### src/common/synth_pkg.sv
// constants, pin groups and state records shared by the synthesizer core
`default_nettype none
package synth_pkg;
  // counter widths
  localparam int unsigned DIV_W = 15;
  localparam int unsigned NPROG_W = 14;
  localparam int unsigned REFSEL_W = 3;
  localparam int unsigned PULSE_W = 4;
  // total reference divide values
  localparam logic [DIV_W-1:0] REF_DIV_CODE0 = 15'h0008;
  localparam logic [DIV_W-1:0] REF_DIV_CODE1 = 15'h0080;
  localparam logic [DIV_W-1:0] REF_DIV_CODE2 = 15'h0100;
  localparam logic [DIV_W-1:0] REF_DIV_CODE3 = 15'h0200;
  localparam logic [DIV_W-1:0] REF_DIV_CODE4 = 15'h0400;
  localparam logic [DIV_W-1:0] REF_DIV_CODE5 = 15'h0800;
  localparam logic [DIV_W-1:0] REF_DIV_CODE6 = 15'h096a;
  localparam logic [DIV_W-1:0] REF_DIV_CODE7 = 15'h2000;
  // divide-by-n limits and transmit/receive offset
  localparam logic [DIV_W-1:0] N_MIN = 15'h0003;
  localparam logic [DIV_W-1:0] N_MAX = 15'h3fff;
  localparam logic [DIV_W-1:0] TR_OFFSET = 15'h0358;
  localparam logic [DIV_W-1:0] DIV_ZERO = 15'h0000;
  localparam logic [DIV_W-1:0] DIV_ONE = 15'h0001;
  // minimum width of the coincident phase detector pulse
  localparam int unsigned CLK_PERIOD_NS = 8;
  localparam int unsigned MIN_PULSE_NS = 16;
  localparam int unsigned MIN_PULSE_CYC_I =
    (MIN_PULSE_NS + CLK_PERIOD_NS - 1) / CLK_PERIOD_NS;
  localparam logic [PULSE_W-1:0] MIN_PULSE_CYC =
    (MIN_PULSE_CYC_I < 1) ? 4'h1 : PULSE_W'(MIN_PULSE_CYC_I);
  localparam logic [PULSE_W-1:0] PULSE_ZERO = 4'h0;
  localparam logic [PULSE_W-1:0] PULSE_ONE = 4'h1;

  // static programming pins, bit 13 of divn_prog is divn_prog_msb, bit 0 divn_prog_lsb
  typedef struct packed {
    logic ref_sel_bit2;
    logic ref_sel_bit1;
    logic ref_sel_bit0;
    logic tx_rx_sel;
    logic [NPROG_W-1:0] divn_prog;
  } prog_pins_t;

  typedef enum logic [1:0] {
    PFD_IDLE = 2'b00,
    PFD_VCO_LEAD = 2'b01,
    PFD_REF_LEAD = 2'b10,
    PFD_BOTH = 2'b11
  } pfd_state_t;

  typedef struct packed {
    logic level;
    logic wrap;
    logic [DIV_W-1:0] cnt;
  } div_state_t;

  typedef struct packed {
    logic vco_s1;
    logic vco_s2;
    logic vco_s3;
    logic ref_s1;
    logic ref_s2;
    logic ref_s3;
    prog_pins_t prog_s1;
    prog_pins_t prog_s2;
    prog_pins_t drive_s1;
    prog_pins_t drive_s2;
    pfd_state_t pfd;
    logic [PULSE_W-1:0] pulse_cnt;
    logic pend_vco;
    logic pend_ref;
    logic phi_vco_n;
    logic phi_ref_n;
    logic pd_level;
    logic pd_oe;
    logic lock_det;
    logic divn_out;
    logic osc_out;
  } core_state_t;
endpackage
`default_nettype wire

### src/core/prog_div.sv
// programmable down-counting divider with reload at zero
`default_nettype none
module prog_div (
  // clock and reset
  input wire logic clk,
  input wire logic sys_rst,
  // count input
  input wire logic tick,
  input wire logic [synth_pkg::DIV_W-1:0] ratio,
  // divided outputs
  output logic div_level,
  output logic div_wrap
);
  import synth_pkg::*;

  div_state_t state_ff;
  div_state_t nxt_state;
  logic [DIV_W-1:0] half;

  assign half = ratio >> 1;

  always_comb begin
    nxt_state = state_ff;
    nxt_state.wrap = 1'b0;
    if (tick) begin
      if (state_ff.cnt == DIV_ZERO) begin
        // count length taken from ratio only here; half, the level threshold, follows ratio every cycle
        nxt_state.cnt = ratio - DIV_ONE;
        nxt_state.wrap = 1'b1;
      end else begin
        nxt_state.cnt = state_ff.cnt - DIV_ONE;
      end
    end
    nxt_state.level = (nxt_state.cnt >= half);
  end

  always_ff @(posedge clk) begin
    if (sys_rst) begin
      state_ff <= '0;
    end else begin
      state_ff <= nxt_state;
    end
  end

  assign div_level = state_ff.level;
  assign div_wrap = state_ff.wrap;
endmodule
`default_nettype wire

### src/core/pll_synth_core.sv
// digital core of a parallel-programmed single-modulus frequency synthesizer
//
// Behaviour
// - reference divide from select code: 8,128,256,512,1024,2048,2410,8192
// - divide-by-n counter reloads programmed value at zero, then keeps counting
// - fourteen n inputs form a binary number, bit 0 least significant
// - n ratio supported from 3 to 16383; source keeps within range
// - transmit/receive select low adds 856 to n, high adds nothing
// - unconnected select, n or transmit/receive inputs read as one
// - single-ended output low when vco leads, high when lagging, else floats
// - vco fast or leading: vco-side pulse low, reference-side stays high
// - vco slow or lagging: reference-side pulse low, vco-side stays high
// - in lock both pulse outputs high except brief coincident low pulse
// - divided vco signal is buffered onto its own output pin
// - lock output high while locked, pulses low while out of lock
`default_nettype none
module pll_synth_core (
  // clock and reset
  input wire logic clk,
  input wire logic sys_rst,
  // reference oscillator
  input wire logic ref_osc_input,
  output logic ref_osc_output,
  // vco input
  input wire logic vco_input,
  // programming pins and their drive state
  input wire synth_pkg::prog_pins_t prog_level,
  input wire synth_pkg::prog_pins_t prog_drive,
  // single-ended phase error, three signals of a three-state pin
  output logic single_ended_phase_error_i,
  output logic single_ended_phase_error_o,
  output logic single_ended_phase_error_oe,
  // double-ended phase error pair
  output logic phi_vco_n,
  output logic phi_ref_n,
  // counter output and lock
  output logic divn_out,
  output logic lock_det
);
  import synth_pkg::*;

  ////////////////////////////////////////////////////////////////////////////
  // decoding helpers

  // an undriven pin floats up to one through its pull-up
  function automatic prog_pins_t resolve_pins(input prog_pins_t lvl, input prog_pins_t drv);
    resolve_pins = lvl | ~drv;
  endfunction

  // a rising edge seen between two synchroniser stages
  function automatic logic rise(input logic cur, input logic prev);
    rise = cur & ~prev;
  endfunction

  function automatic logic [DIV_W-1:0] ref_ratio(input logic [REFSEL_W-1:0] code);
    case (code)
      3'h0: ref_ratio = REF_DIV_CODE0;
      3'h1: ref_ratio = REF_DIV_CODE1;
      3'h2: ref_ratio = REF_DIV_CODE2;
      3'h3: ref_ratio = REF_DIV_CODE3;
      3'h4: ref_ratio = REF_DIV_CODE4;
      3'h5: ref_ratio = REF_DIV_CODE5;
      3'h6: ref_ratio = REF_DIV_CODE6;
      3'h7: ref_ratio = REF_DIV_CODE7;
      default: ref_ratio = REF_DIV_CODE7;
    endcase
  endfunction

  function automatic logic [DIV_W-1:0] n_ratio(input prog_pins_t p);
    logic [DIV_W-1:0] base;
    logic [DIV_W-1:0] sum;
    base = {1'b0, p.divn_prog};
    // low values would stall the counter; held at the floor instead
    if (base < N_MIN) begin
      base = N_MIN;
    end else if (base > N_MAX) begin
      base = N_MAX;
    end
    if (p.tx_rx_sel) begin
      sum = base;
    end else begin
      sum = base + TR_OFFSET;
    end
    n_ratio = sum;
  endfunction

  ////////////////////////////////////////////////////////////////////////////
  // phase detector decodes

  // entry state from the edges seen this cycle; same at rest and at pulse end
  function automatic pfd_state_t pfd_enter(input logic v, input logic r);
    if (v && r) begin
      pfd_enter = PFD_BOTH;
    end else if (v) begin
      pfd_enter = PFD_VCO_LEAD;
    end else if (r) begin
      pfd_enter = PFD_REF_LEAD;
    end else begin
      pfd_enter = PFD_IDLE;
    end
  endfunction

  // pulse pair sides, both low through the coincident pulse
  function automatic logic vco_side_low(input pfd_state_t st);
    vco_side_low = (st == PFD_VCO_LEAD) || (st == PFD_BOTH);
  endfunction

  function automatic logic ref_side_low(input pfd_state_t st);
    ref_side_low = (st == PFD_REF_LEAD) || (st == PFD_BOTH);
  endfunction

  // lead states are the only out-of-lock states
  function automatic logic in_lead(input pfd_state_t st);
    in_lead = (st == PFD_VCO_LEAD) || (st == PFD_REF_LEAD);
  endfunction

  ////////////////////////////////////////////////////////////////////////////
  // state

  core_state_t state_ff;
  core_state_t nxt_state;
  prog_pins_t pins_resolved;
  logic vco_tick;
  logic ref_tick;
  logic [DIV_W-1:0] ref_div_ratio;
  logic [DIV_W-1:0] n_div_ratio;
  logic n_level;
  logic n_wrap;
  logic r_level;
  logic r_wrap;
  logic vco_edge;
  logic ref_edge;

  // edge detectors read only the second and third sync stages
  assign vco_tick = rise(state_ff.vco_s2, state_ff.vco_s3);
  assign ref_tick = rise(state_ff.ref_s2, state_ff.ref_s3);

  ////////////////////////////////////////////////////////////////////////////
  // programming pins

  // merged only after both syncs, so a moving switch cannot glitch the code
  assign pins_resolved = resolve_pins(state_ff.prog_s2, state_ff.drive_s2);
  assign ref_div_ratio = ref_ratio({pins_resolved.ref_sel_bit2,
                                    pins_resolved.ref_sel_bit1,
                                    pins_resolved.ref_sel_bit0});
  assign n_div_ratio = n_ratio(pins_resolved);

  ////////////////////////////////////////////////////////////////////////////
  // dividers

  // one counter design for both ratios; a new ratio sets the period only at reload, the level threshold at once
  prog_div u_ref_div (
    .clk(clk),
    .sys_rst(sys_rst),
    .tick(ref_tick),
    .ratio(ref_div_ratio),
    .div_level(r_level),
    .div_wrap(r_wrap)
  );

  prog_div u_n_div (
    .clk(clk),
    .sys_rst(sys_rst),
    .tick(vco_tick),
    .ratio(n_div_ratio),
    .div_level(n_level),
    .div_wrap(n_wrap)
  );

  // wrap marks the rising edge of each divided signal
  assign vco_edge = n_wrap;
  assign ref_edge = r_wrap;

  ////////////////////////////////////////////////////////////////////////////
  // next state

  always_comb begin
    nxt_state = state_ff;

    // synchronisers for every pin input: three stages for vco and reference, two for the programming pins
    nxt_state.vco_s1 = vco_input;
    nxt_state.vco_s2 = state_ff.vco_s1;
    nxt_state.vco_s3 = state_ff.vco_s2;
    nxt_state.ref_s1 = ref_osc_input;
    nxt_state.ref_s2 = state_ff.ref_s1;
    nxt_state.ref_s3 = state_ff.ref_s2;
    nxt_state.prog_s1 = prog_level;
    nxt_state.prog_s2 = state_ff.prog_s1;
    nxt_state.drive_s1 = prog_drive;
    nxt_state.drive_s2 = state_ff.drive_s1;

    // phase/frequency detector: first edge opens a pulse, second closes it
    case (state_ff.pfd)
      PFD_IDLE: begin
        nxt_state.pulse_cnt = PULSE_ZERO;
        nxt_state.pfd = pfd_enter(vco_edge, ref_edge);
      end
      PFD_VCO_LEAD: begin
        // a repeat vco edge is absorbed; only the reference edge ends the lead
        if (ref_edge) begin
          nxt_state.pfd = PFD_BOTH;
          nxt_state.pulse_cnt = PULSE_ZERO;
        end
      end
      PFD_REF_LEAD: begin
        // a repeat reference edge is absorbed; only the vco edge ends the lead
        if (vco_edge) begin
          nxt_state.pfd = PFD_BOTH;
          nxt_state.pulse_cnt = PULSE_ZERO;
        end
      end
      PFD_BOTH: begin
        // edges seen during the reset pulse are kept, not dropped
        if (vco_edge) begin
          nxt_state.pend_vco = 1'b1;
        end
        if (ref_edge) begin
          nxt_state.pend_ref = 1'b1;
        end
        if (state_ff.pulse_cnt >= MIN_PULSE_CYC - PULSE_ONE) begin
          nxt_state.pulse_cnt = PULSE_ZERO;
          nxt_state.pend_vco = 1'b0;
          nxt_state.pend_ref = 1'b0;
          nxt_state.pfd = pfd_enter(state_ff.pend_vco || vco_edge,
                                    state_ff.pend_ref || ref_edge);
        end else begin
          nxt_state.pulse_cnt = state_ff.pulse_cnt + PULSE_ONE;
        end
      end
      default: begin
        nxt_state.pfd = PFD_IDLE;
        nxt_state.pulse_cnt = PULSE_ZERO;
      end
    endcase

    // double-ended pair: low while its side leads, both low in coincidence
    nxt_state.phi_vco_n = ~vco_side_low(nxt_state.pfd);
    nxt_state.phi_ref_n = ~ref_side_low(nxt_state.pfd);

    // single-ended: drives only while exactly one side leads
    case (nxt_state.pfd)
      PFD_VCO_LEAD: begin
        nxt_state.pd_level = 1'b0;
        nxt_state.pd_oe = 1'b1;
      end
      PFD_REF_LEAD: begin
        nxt_state.pd_level = 1'b1;
        nxt_state.pd_oe = 1'b1;
      end
      default: begin
        nxt_state.pd_level = 1'b0;
        nxt_state.pd_oe = 1'b0;
      end
    endcase

    // lock pulses low only for the span of an error pulse
    nxt_state.lock_det = ~in_lead(nxt_state.pfd);

    // buffered counter output, the level of the divider whose wrap the detector sees
    nxt_state.divn_out = n_level;

    // oscillator inverter copy; lags the pin by the sync delay
    nxt_state.osc_out = ~state_ff.ref_s2;
  end

  ////////////////////////////////////////////////////////////////////////////
  // registers

  always_ff @(posedge clk) begin
    if (sys_rst) begin
      state_ff <= '0;
      state_ff.prog_s1 <= '1;
      state_ff.prog_s2 <= '1;
      state_ff.drive_s1 <= '1;
      state_ff.drive_s2 <= '1;
      state_ff.pd_oe <= 1'b0;
      state_ff.pd_level <= 1'b0;
      state_ff.divn_out <= 1'b0;
      state_ff.pfd <= PFD_IDLE;
      state_ff.phi_vco_n <= 1'b1;
      state_ff.phi_ref_n <= 1'b1;
      state_ff.lock_det <= 1'b1;
      state_ff.osc_out <= 1'b1;
    end else begin
      state_ff <= nxt_state;
    end
  end

  ////////////////////////////////////////////////////////////////////////////
  // outputs

  assign ref_osc_output = state_ff.osc_out;
  assign single_ended_phase_error_i = 1'b0;
  assign single_ended_phase_error_o = state_ff.pd_level;
  assign single_ended_phase_error_oe = state_ff.pd_oe;
  assign phi_vco_n = state_ff.phi_vco_n;
  assign phi_ref_n = state_ff.phi_ref_n;
  assign divn_out = state_ff.divn_out;
  assign lock_det = state_ff.lock_det;
endmodule
`default_nettype wire

### config.mk
export PLATFORM = sky130hd
export DESIGN_NAME = pll_synth_core
export DESIGN_NICKNAME = d
export VERILOG_FILES = /design/src/common/synth_pkg.sv /design/src/core/prog_div.sv /design/src/core/pll_synth_core.sv
export SDC_FILE = /design/constraint.sdc
export NUM_CORES = 1
export LEC_CHECK = 0
export ABC_AREA = 1
export BUFFER_PORTS_ARGS = -buffer_cell sky130_fd_sc_hd__clkbuf_2
export CAP_MARGIN = 0
export CORE_ASPECT_RATIO = 1.5
export CORE_MARGIN = 4
export CORE_UTILIZATION = 54
export CTS_CLUSTER_DIAMETER = 120
export DETAILED_ROUTE_END_ITERATION = 8
export GPL_TIMING_DRIVEN = 0
export PLACE_DENSITY = 0.76
export SYNTH_ARGS = -nofsm -noshare
export SYNTH_HDL_FRONTEND = slang
export SYNTH_SLANG_ARGS = --single-unit
export TNS_END_PERCENT = 50
### constraint.sdc
create_clock -name clk -period 2.8 [get_ports clk]
set_input_delay 0.7 -clock clk [delete_from_list [all_inputs] [get_ports clk]]
set_output_delay 0.7 -clock clk [all_outputs]
set_load 0.01 [all_outputs]
==> results of run 1 <==
-- path summary, 6_finish.rpt --
kind | endpoint | slack, ns | cells past startpoint
hold / removal | state_ff[29] | 0.41 | 1
setup / recovery | u_n_div.div_level | -0.51 | 29
setup reg to reg | u_n_div.div_level | -0.51 | 29
hold reg to reg | state_ff[29] | 0.41 | 1
-- flip-flops by register name (all words and copies together) (netlist names), 14 cells and up, named ones only --
| name | cells |
|---|---|
| u_ref_div.state_ff | 15 |
| state_ff | 46 |
| nxt_state | 40 |
| u_n_div.state_ff | 14 |
-- cell usage after synthesis (all sizes together) (6+ instances only) --
library cell  instances
a21oi                29
a31oi                 6
buf                   7
clkbuf               13
dfxtp               126
ha                   27
inv                 129
nand2               148
nand3                42
nand4                12
nor2                 92
nor3                  7
o21ai                31
or2                  83
xnor2                 8
xor2                  9
-- cells in the final DEF (no fill, tap or decap), types with 5 or more instances in the layout --
master and count:
nand2_4 7, clkbuf_1 16, or2_2 79, inv_2 9, nand4_1 12, nand3_2 6, nand2_2 17, dfxtp_2 5
o21ai_1 6, a21oi_1 25, xnor2_1 7, clkbuf_2 45, a31oi_1 6, dfxtp_1 121, ha_4 5, buf_4 24
nor2_1 62, clkbuf_16 17, ha_1 21, nor2_4 14, nor2_2 16, nand2_1 124, xor2_1 9, inv_1 120
o21ai_0 20, nand3_1 33
-- power groups by stage --
stage,combinational (mW),sequential [mW],clock [mW]
3_3_place_gp,0.868,1.95,0
6_report,1.12,1.92,2.02
5_1_grt,1.25,1.93,2.14
2_1_floorplan,0.700,1.95,0
3_5_place_dp,0.880,1.95,0
4_1_cts,1.01,1.92,2.05
-- timing repair --
item | 4_1_cts | 5_1_grt
setup buffers | 16 | 6
endpoints found under the setup margin | 1 | 1
pin swaps | 38 | 28
gates resized for setup | 40 | 40
-- cell families (layout without fill, tap and decap cells) --
family	after synthesis	in the layout
simple gates	396	396
compound gates	78	78
xor+xnor	17	17
fa+ha+maj	27	27
other cells	1	1
buf+inv	150	249
flops	126	126
-- layer usage --
layer / global-route usage, % / vias to the layer above
li1: - / 2635
met3: 5.19 / 32
met1: 22.9 / 2310
met5: 0 / -
met2: 37.0 / 101
met4: 10.9 / 0
-- through the flow --
stage | instances | area [um2] | setup TNS (ns) | hold slack (ns)
after floorplan | 795 | 6070 | -0.0175 | 0.388
after global placement | 987 | 6480 | -0.488 | 0.391
after detailed placement | 987 | 6480 | -0.480 | 0.392
after CTS | 1035 | 7290 | -0.341 | 0.406
after global routing | 1041 | 7490 | -0.805 | 0.412
final | 1041 | 7490 | -0.511 | 0.406
-- area by class of cell --
cell class,count,area (um2)
fill,906,3500
clock inverter,12,114
buffer,20,105
sequential,126,2530
clock buffer,20,437
timing repair buffer,67,403
tap,147,184
multi-input combinational,519,3230
inverter,130,493
-- critical path, delay by kind of cell (launching register included) --
kind | cells | cell delay [ns]
AND/OR/NAND/NOR | 20 | 1.81
buffers and inverters | 5 | 0.39
AO/OA/AOI/OAI | 3 | 0.37
flip-flops | 1 | 0.33
adder cells (fa/ha/maj) | 1 | 0.30
==> flow_summary_export.csv, run 1 <==
group,metric,value,unit
outcome,status,"finished with violations",
outcome,violations,"negative setup slack",
worst_setup_path,crit_top_cell,"nand2_1",
sta,tightest_slew,0.718,ns
detailed_routing,met2WireLength,6990,um
sta,setup_ws,-0.511,ns
cells_and_area,area_growth_syn_to_layout,24.5,%
detailed_routing,drt-met1-wl,5340,um
place,gp_congestion,0.868,
sta,clock_skew,0.00588,ns
worst_setup_path,crit_start,"u_n_div.state_ff[5]",
pwr,p_int,3.58,mW
pwr,power,5.06,mW
place,dp_slack,-0.480,ns
worst_setup_path,arrival,3.61,ns
synth,yosysSeqAreaShare,41.9,%
sta,finalHoldViolations,0,
synth,synth_simple_gate_area_share,32.7,%
detailed_routing,top_layer,"met4",
worst_setup_path,crit_required,3.10,ns
global_routing,grt_pass1_wl,21100,um
clock_network,clock_sinks,126,
pwr,clkPwrFrac,40.0,%
synth,netlist_top_cells_area,"dfxtp_1 42%, nand2_1 8.4%, or2_2 8.3%",
detailed_routing,vias,5078,
die,initial_core_util,54.8,%
sta,setup-violations-final,1,
worst_setup_path,startpoint_type,"register",
sta,finalCritPeriodShare,118,%
pwr,combPwrFrac,22.1,%
synth,synth_area_per_cell,7.57,um2
place,port_buffers,45,
place,dpl.hpwl,9160,um
worst_hold_path,hp-start,"nxt_state[29]",
synth,synth-compound-area-share,7.36,%
synth,syn_inst,795,
die,io-pin-count,48,
synth,yosys-mux-area-fraction,0,%
die,die_x,94.2,um
synth,synth_edf_count,0,
synth,syn_nets,862,
synth,synthFlopType,"dfxtp_1",
die,rows,47,
clock_network,h-tree-depth,4,
run,drv_cap,0,
synth,yosysTopAreaCellShare,41.9,%
sta,fmax,302,MHz
synth,yosys_warnings,0,
detailed_routing,wirelength,13200,um
pwr,cellPowerDensity,676,nW/um2
worst_setup_path,timing.rr.start,"u_n_div.state_ff[5]",
pwr,switching_power,1.48,mW
worst_setup_path,critPathMaxStageDelay,0.33,ns
synth,synth_fa_ha_area_share,5.61,%
detailed_routing,avgRoutedWirePerCell,12.6,um
synth,synthXorXnorAreaFrac,2.47,%
worst_setup_path,path_class,"register to register",
cells_and_area,antenna_cells,0,
global_routing,grt_pass1_vias,4761,
die,core_area,11000,um2
detailed_routing,drt_iter0_markers,155,
clock_network,path_clk_slew,0.06,ns
pwr,swShare,29.3,%
sta,rsz0062_at_grt,"true",
detailed_routing,via_per_inst,4.88,
detailed_routing,wl_met3,455,um
synth,ys_types,43,
sta,slew_viol_final,0,
clock_network,cts_hold_buffers,0,
cells_and_area,finalNetCount,948,
synth,netlist_area,6020,um2
synth,ys_seq_elements,126,
global_routing,grt_remaining_overflow,0,
clock_network,ctsLongestPathBuffers,2,
detailed_routing,dr.pass1.iters,5,
die,die-area,12900,um2
worst_setup_path,end_kind,"register",
die,die_h,137,um
global_routing,grt_max_degree,17,
cells_and_area,final_core_util,68.2,%
sta,post-route-min-period,3.31,ns
worst_setup_path,worstPathMaxFanout,5,
detailed_routing,drc_errors,0,
pwr,leakage,3.68,nW
clock_network,cts_tree,"done",
clock_network,cts-buffers-inserted,17,
worst_hold_path,hold_path_class,"register to register",
cells_and_area,drive_above_1_share,31.7,%
synth,synth_top_family_by_area,"simple AND/OR/NAND/NOR gates",
pwr,vdd_drop_max,0.557,mV
clock_network,root_buffer,"clkbuf_16",
global_routing,grt_use_total,20.9,%
worst_setup_path,slowest_stage,"dfxtp_1",
sta,relSlewSlack,52.1,%
synth,synth_top_area_cell,"dfxtp_1",
detailed_routing,ant_nets,0,
clock_network,insertion_delay,0.41,ns
synth,async_flop_share,0,%
pwr,p_seq_share,38.0,%
global_routing,antenna_found_initial,0,
(Power assumes the default switching activity.)
==> inputs of run 2 (changes only) <==
--- a/config.mk
+++ b/config.mk
@@ -10,11 +10,10 @@
 export CAP_MARGIN = 0
 export CORE_ASPECT_RATIO = 1.5
 export CORE_MARGIN = 4
-export CORE_UTILIZATION = 54
+export CORE_UTILIZATION = 55
 export CTS_CLUSTER_DIAMETER = 120
 export DETAILED_ROUTE_END_ITERATION = 8
-export GPL_TIMING_DRIVEN = 0
-export PLACE_DENSITY = 0.76
+export PLACE_DENSITY = 0.74
 export SYNTH_ARGS = -nofsm -noshare
 export SYNTH_HDL_FRONTEND = slang
 export SYNTH_SLANG_ARGS = --single-unit
==> constraint.sdc (replaced) <==
create_clock -name clk -period 4.2 [get_ports clk]
set_input_delay 1.05 -clock clk [delete_from_list [all_inputs] [get_ports clk]]
set_output_delay 1.05 -clock clk [all_outputs]
set_load 0.01 [all_outputs]
==> flow_summary_export.csv, run 2 (synthesis gave the netlist of run 1 again) <==
group,metric,value,unit
global_routing,grt_remaining_overflow,0,
sta,slew_viol_final,0,
global_routing,grt_use_total,19.7,%
outcome,status,"complete, no violations",
cells_and_area,antenna_cells,0,
die,rows,46,
die,die_h,136,um
worst_setup_path,worstPathMaxFanout,13,
die,core_area,10600,um2
worst_setup_path,rrSetupSlack,0.73,ns
sta,fin_setup_tns,0,ns
cells_and_area,drive_above_1_share,23.4,%
die,die_x,93.4,um
worst_setup_path,slowest_stage,"ha_1",
detailed_routing,top_layer,"met4",
detailed_routing,wl_met3,454,um
cells_and_area,area_growth_syn_to_layout,15.7,%
place,dp_slack,0.829,ns
global_routing,antenna_found_initial,0,
clock_network,h-tree-depth,4,
detailed_routing,vias,4848,
clock_network,postCtsSetupBuffers,0,
sta,finalHoldViolations,0,
cells_and_area,final_common_cell,"nand2_1",
worst_setup_path,path_class,"register to register",
detailed_routing,dr.pass1.iters,5,
sta,rsz0062_at_grt,"false",
worst_hold_path,whs_path_depth,1,
sta,fmax,288,MHz
sta,finalCritPeriodShare,82.5,%
sta,setup_ws,0.733,ns
detailed_routing,avgRoutedWirePerCell,11.7,um
cells_and_area,mostFrequentLayoutCells,"134 x nand2_1, 126 x inv_1, 126 x dfxtp_1",
cells_and_area,multi_input_area,2900,um2
die,io-pin-count,48,
pwr,cellPowerDensity,479,nW/um2
cells_and_area,top_register,"state_ff",
clock_network,path_clk_slew,0.06,ns
worst_setup_path,end_kind,"register",
detailed_routing,drc_errors,0,
clock_network,cts_hold_buffers,0,
detailed_routing,drt-met1-wl,5010,um
global_routing,grt_pass1_vias,4815,
pwr,vdd_drop_max,0.339,mV
global_routing,grt_max_degree,80,
clock_network,root_buffer,"clkbuf_16",
worst_hold_path,hold_path_class,"register to register",
detailed_routing,via_per_inst,4.85,
sta,relSlewSlack,57.9,%
sta,tightest_slew,0.625,ns
clock_network,ctsLongestPathBuffers,2,
cells_and_area,finalNetCount,911,
sta,clock_skew,0.0128,ns
run,drv_cap,0,
worst_setup_path,arrival,3.76,ns
clock_network,cts_tree,"done",
sta,hold_ws,0.400,ns
clock_network,cts_resized,0,
detailed_routing,drt_iter0_markers,190,
place,gp_congestion,0.938,
detailed_routing,wirelength,11700,um
sta,post-route-min-period,3.47,ns
cells_and_area,largest_reg_flops,46,
worst_setup_path,crit_required,4.49,ns
die,die-area,12700,um2
cells_and_area,seq_area,2520,um2
pwr,power,3.34,mW
worst_setup_path,startpoint_type,"register",
die,initial_core_util,56.6,%
clock_network,insertion_delay,0.41,ns
cells_and_area,num-fill-cells,897,
sta,setup-violations-final,0,
detailed_routing,ant_nets,0,
place,port_buffers,46,
pwr,leakage,3.55,nW
place,dpl.hpwl,8520,um
worst_setup_path,crit_top_cell,"nand2_1",
worst_setup_path,reg2regPathDepth,28,
clock_network,cts-buffers-inserted,17,
detailed_routing,met2WireLength,5830,um
worst_setup_path,critPathMaxStageDelay,0.34,ns
clock_network,clock_sinks,126,
global_routing,grt_pass1_wl,20100,um
==> run 2: final timing paths <==
| path | end | startpoint |
|---|---|---|
| worst max-delay path | u_n_div.div_level | u_n_div.state_ff[6] |
| worst min-delay path | state_ff[51] | nxt_state[51] |
| worst max register to register | u_n_div.div_level | u_n_div.state_ff[6] |
| worst min register to register | state_ff[51] | nxt_state[51] |
==> run 2: routing by layer <==
layer	GRT usage (%)	vias to the layer above
met1	21.7	2151
met2	34.3	102
met4	11.2	0
li1	-	2563
met5	0	-
met3	4.65	32
==> run 2: stage by stage <==
| step | utilization, % | std cells | area, um2 |
|---|---|---|---|
| 2_1_floorplan | - | 795 | 6020 |
| 4_1_cts | 65.5 | 1000 | 6970 |
| 5_1_grt | 65.5 | 1000 | 6970 |
| 6_report | 65.5 | 1000 | 6970 |
| 3_5_place_dp | 59.7 | 969 | 6360 |
| 3_3_place_gp | 59.7 | 969 | 6360 |
==> run 2: layout make-up <==
type	instances	area share [%]
multi-input combinational	519	41.6
sequential	126	36.2
inverter	130	7.07
clock buffer	20	6.41
timing repair buffer	50	3.73
tap	144	2.58
clock inverter	11	2.39
==> run 2: report_power, final <==
group	switching [mW]	leakage, nW	internal [mW]
logic	0.351	2.21	0.204
clock network	0.504	0.304	1.00
registers	0.0273	1.04	1.25
==> run 2: worst max-delay path, delay by kind of cell, from the launching register on <==
| kind | cells | cell delay, ns |
|---|---|---|
| AND/OR/NAND/NOR | 19 | 1.60 |
| AO/OA/AOI/OAI | 5 | 0.62 |
| adder cells (fa/ha/maj) | 2 | 0.57 |
| flip-flops | 1 | 0.33 |
| buffers and inverters | 2 | 0.22 |
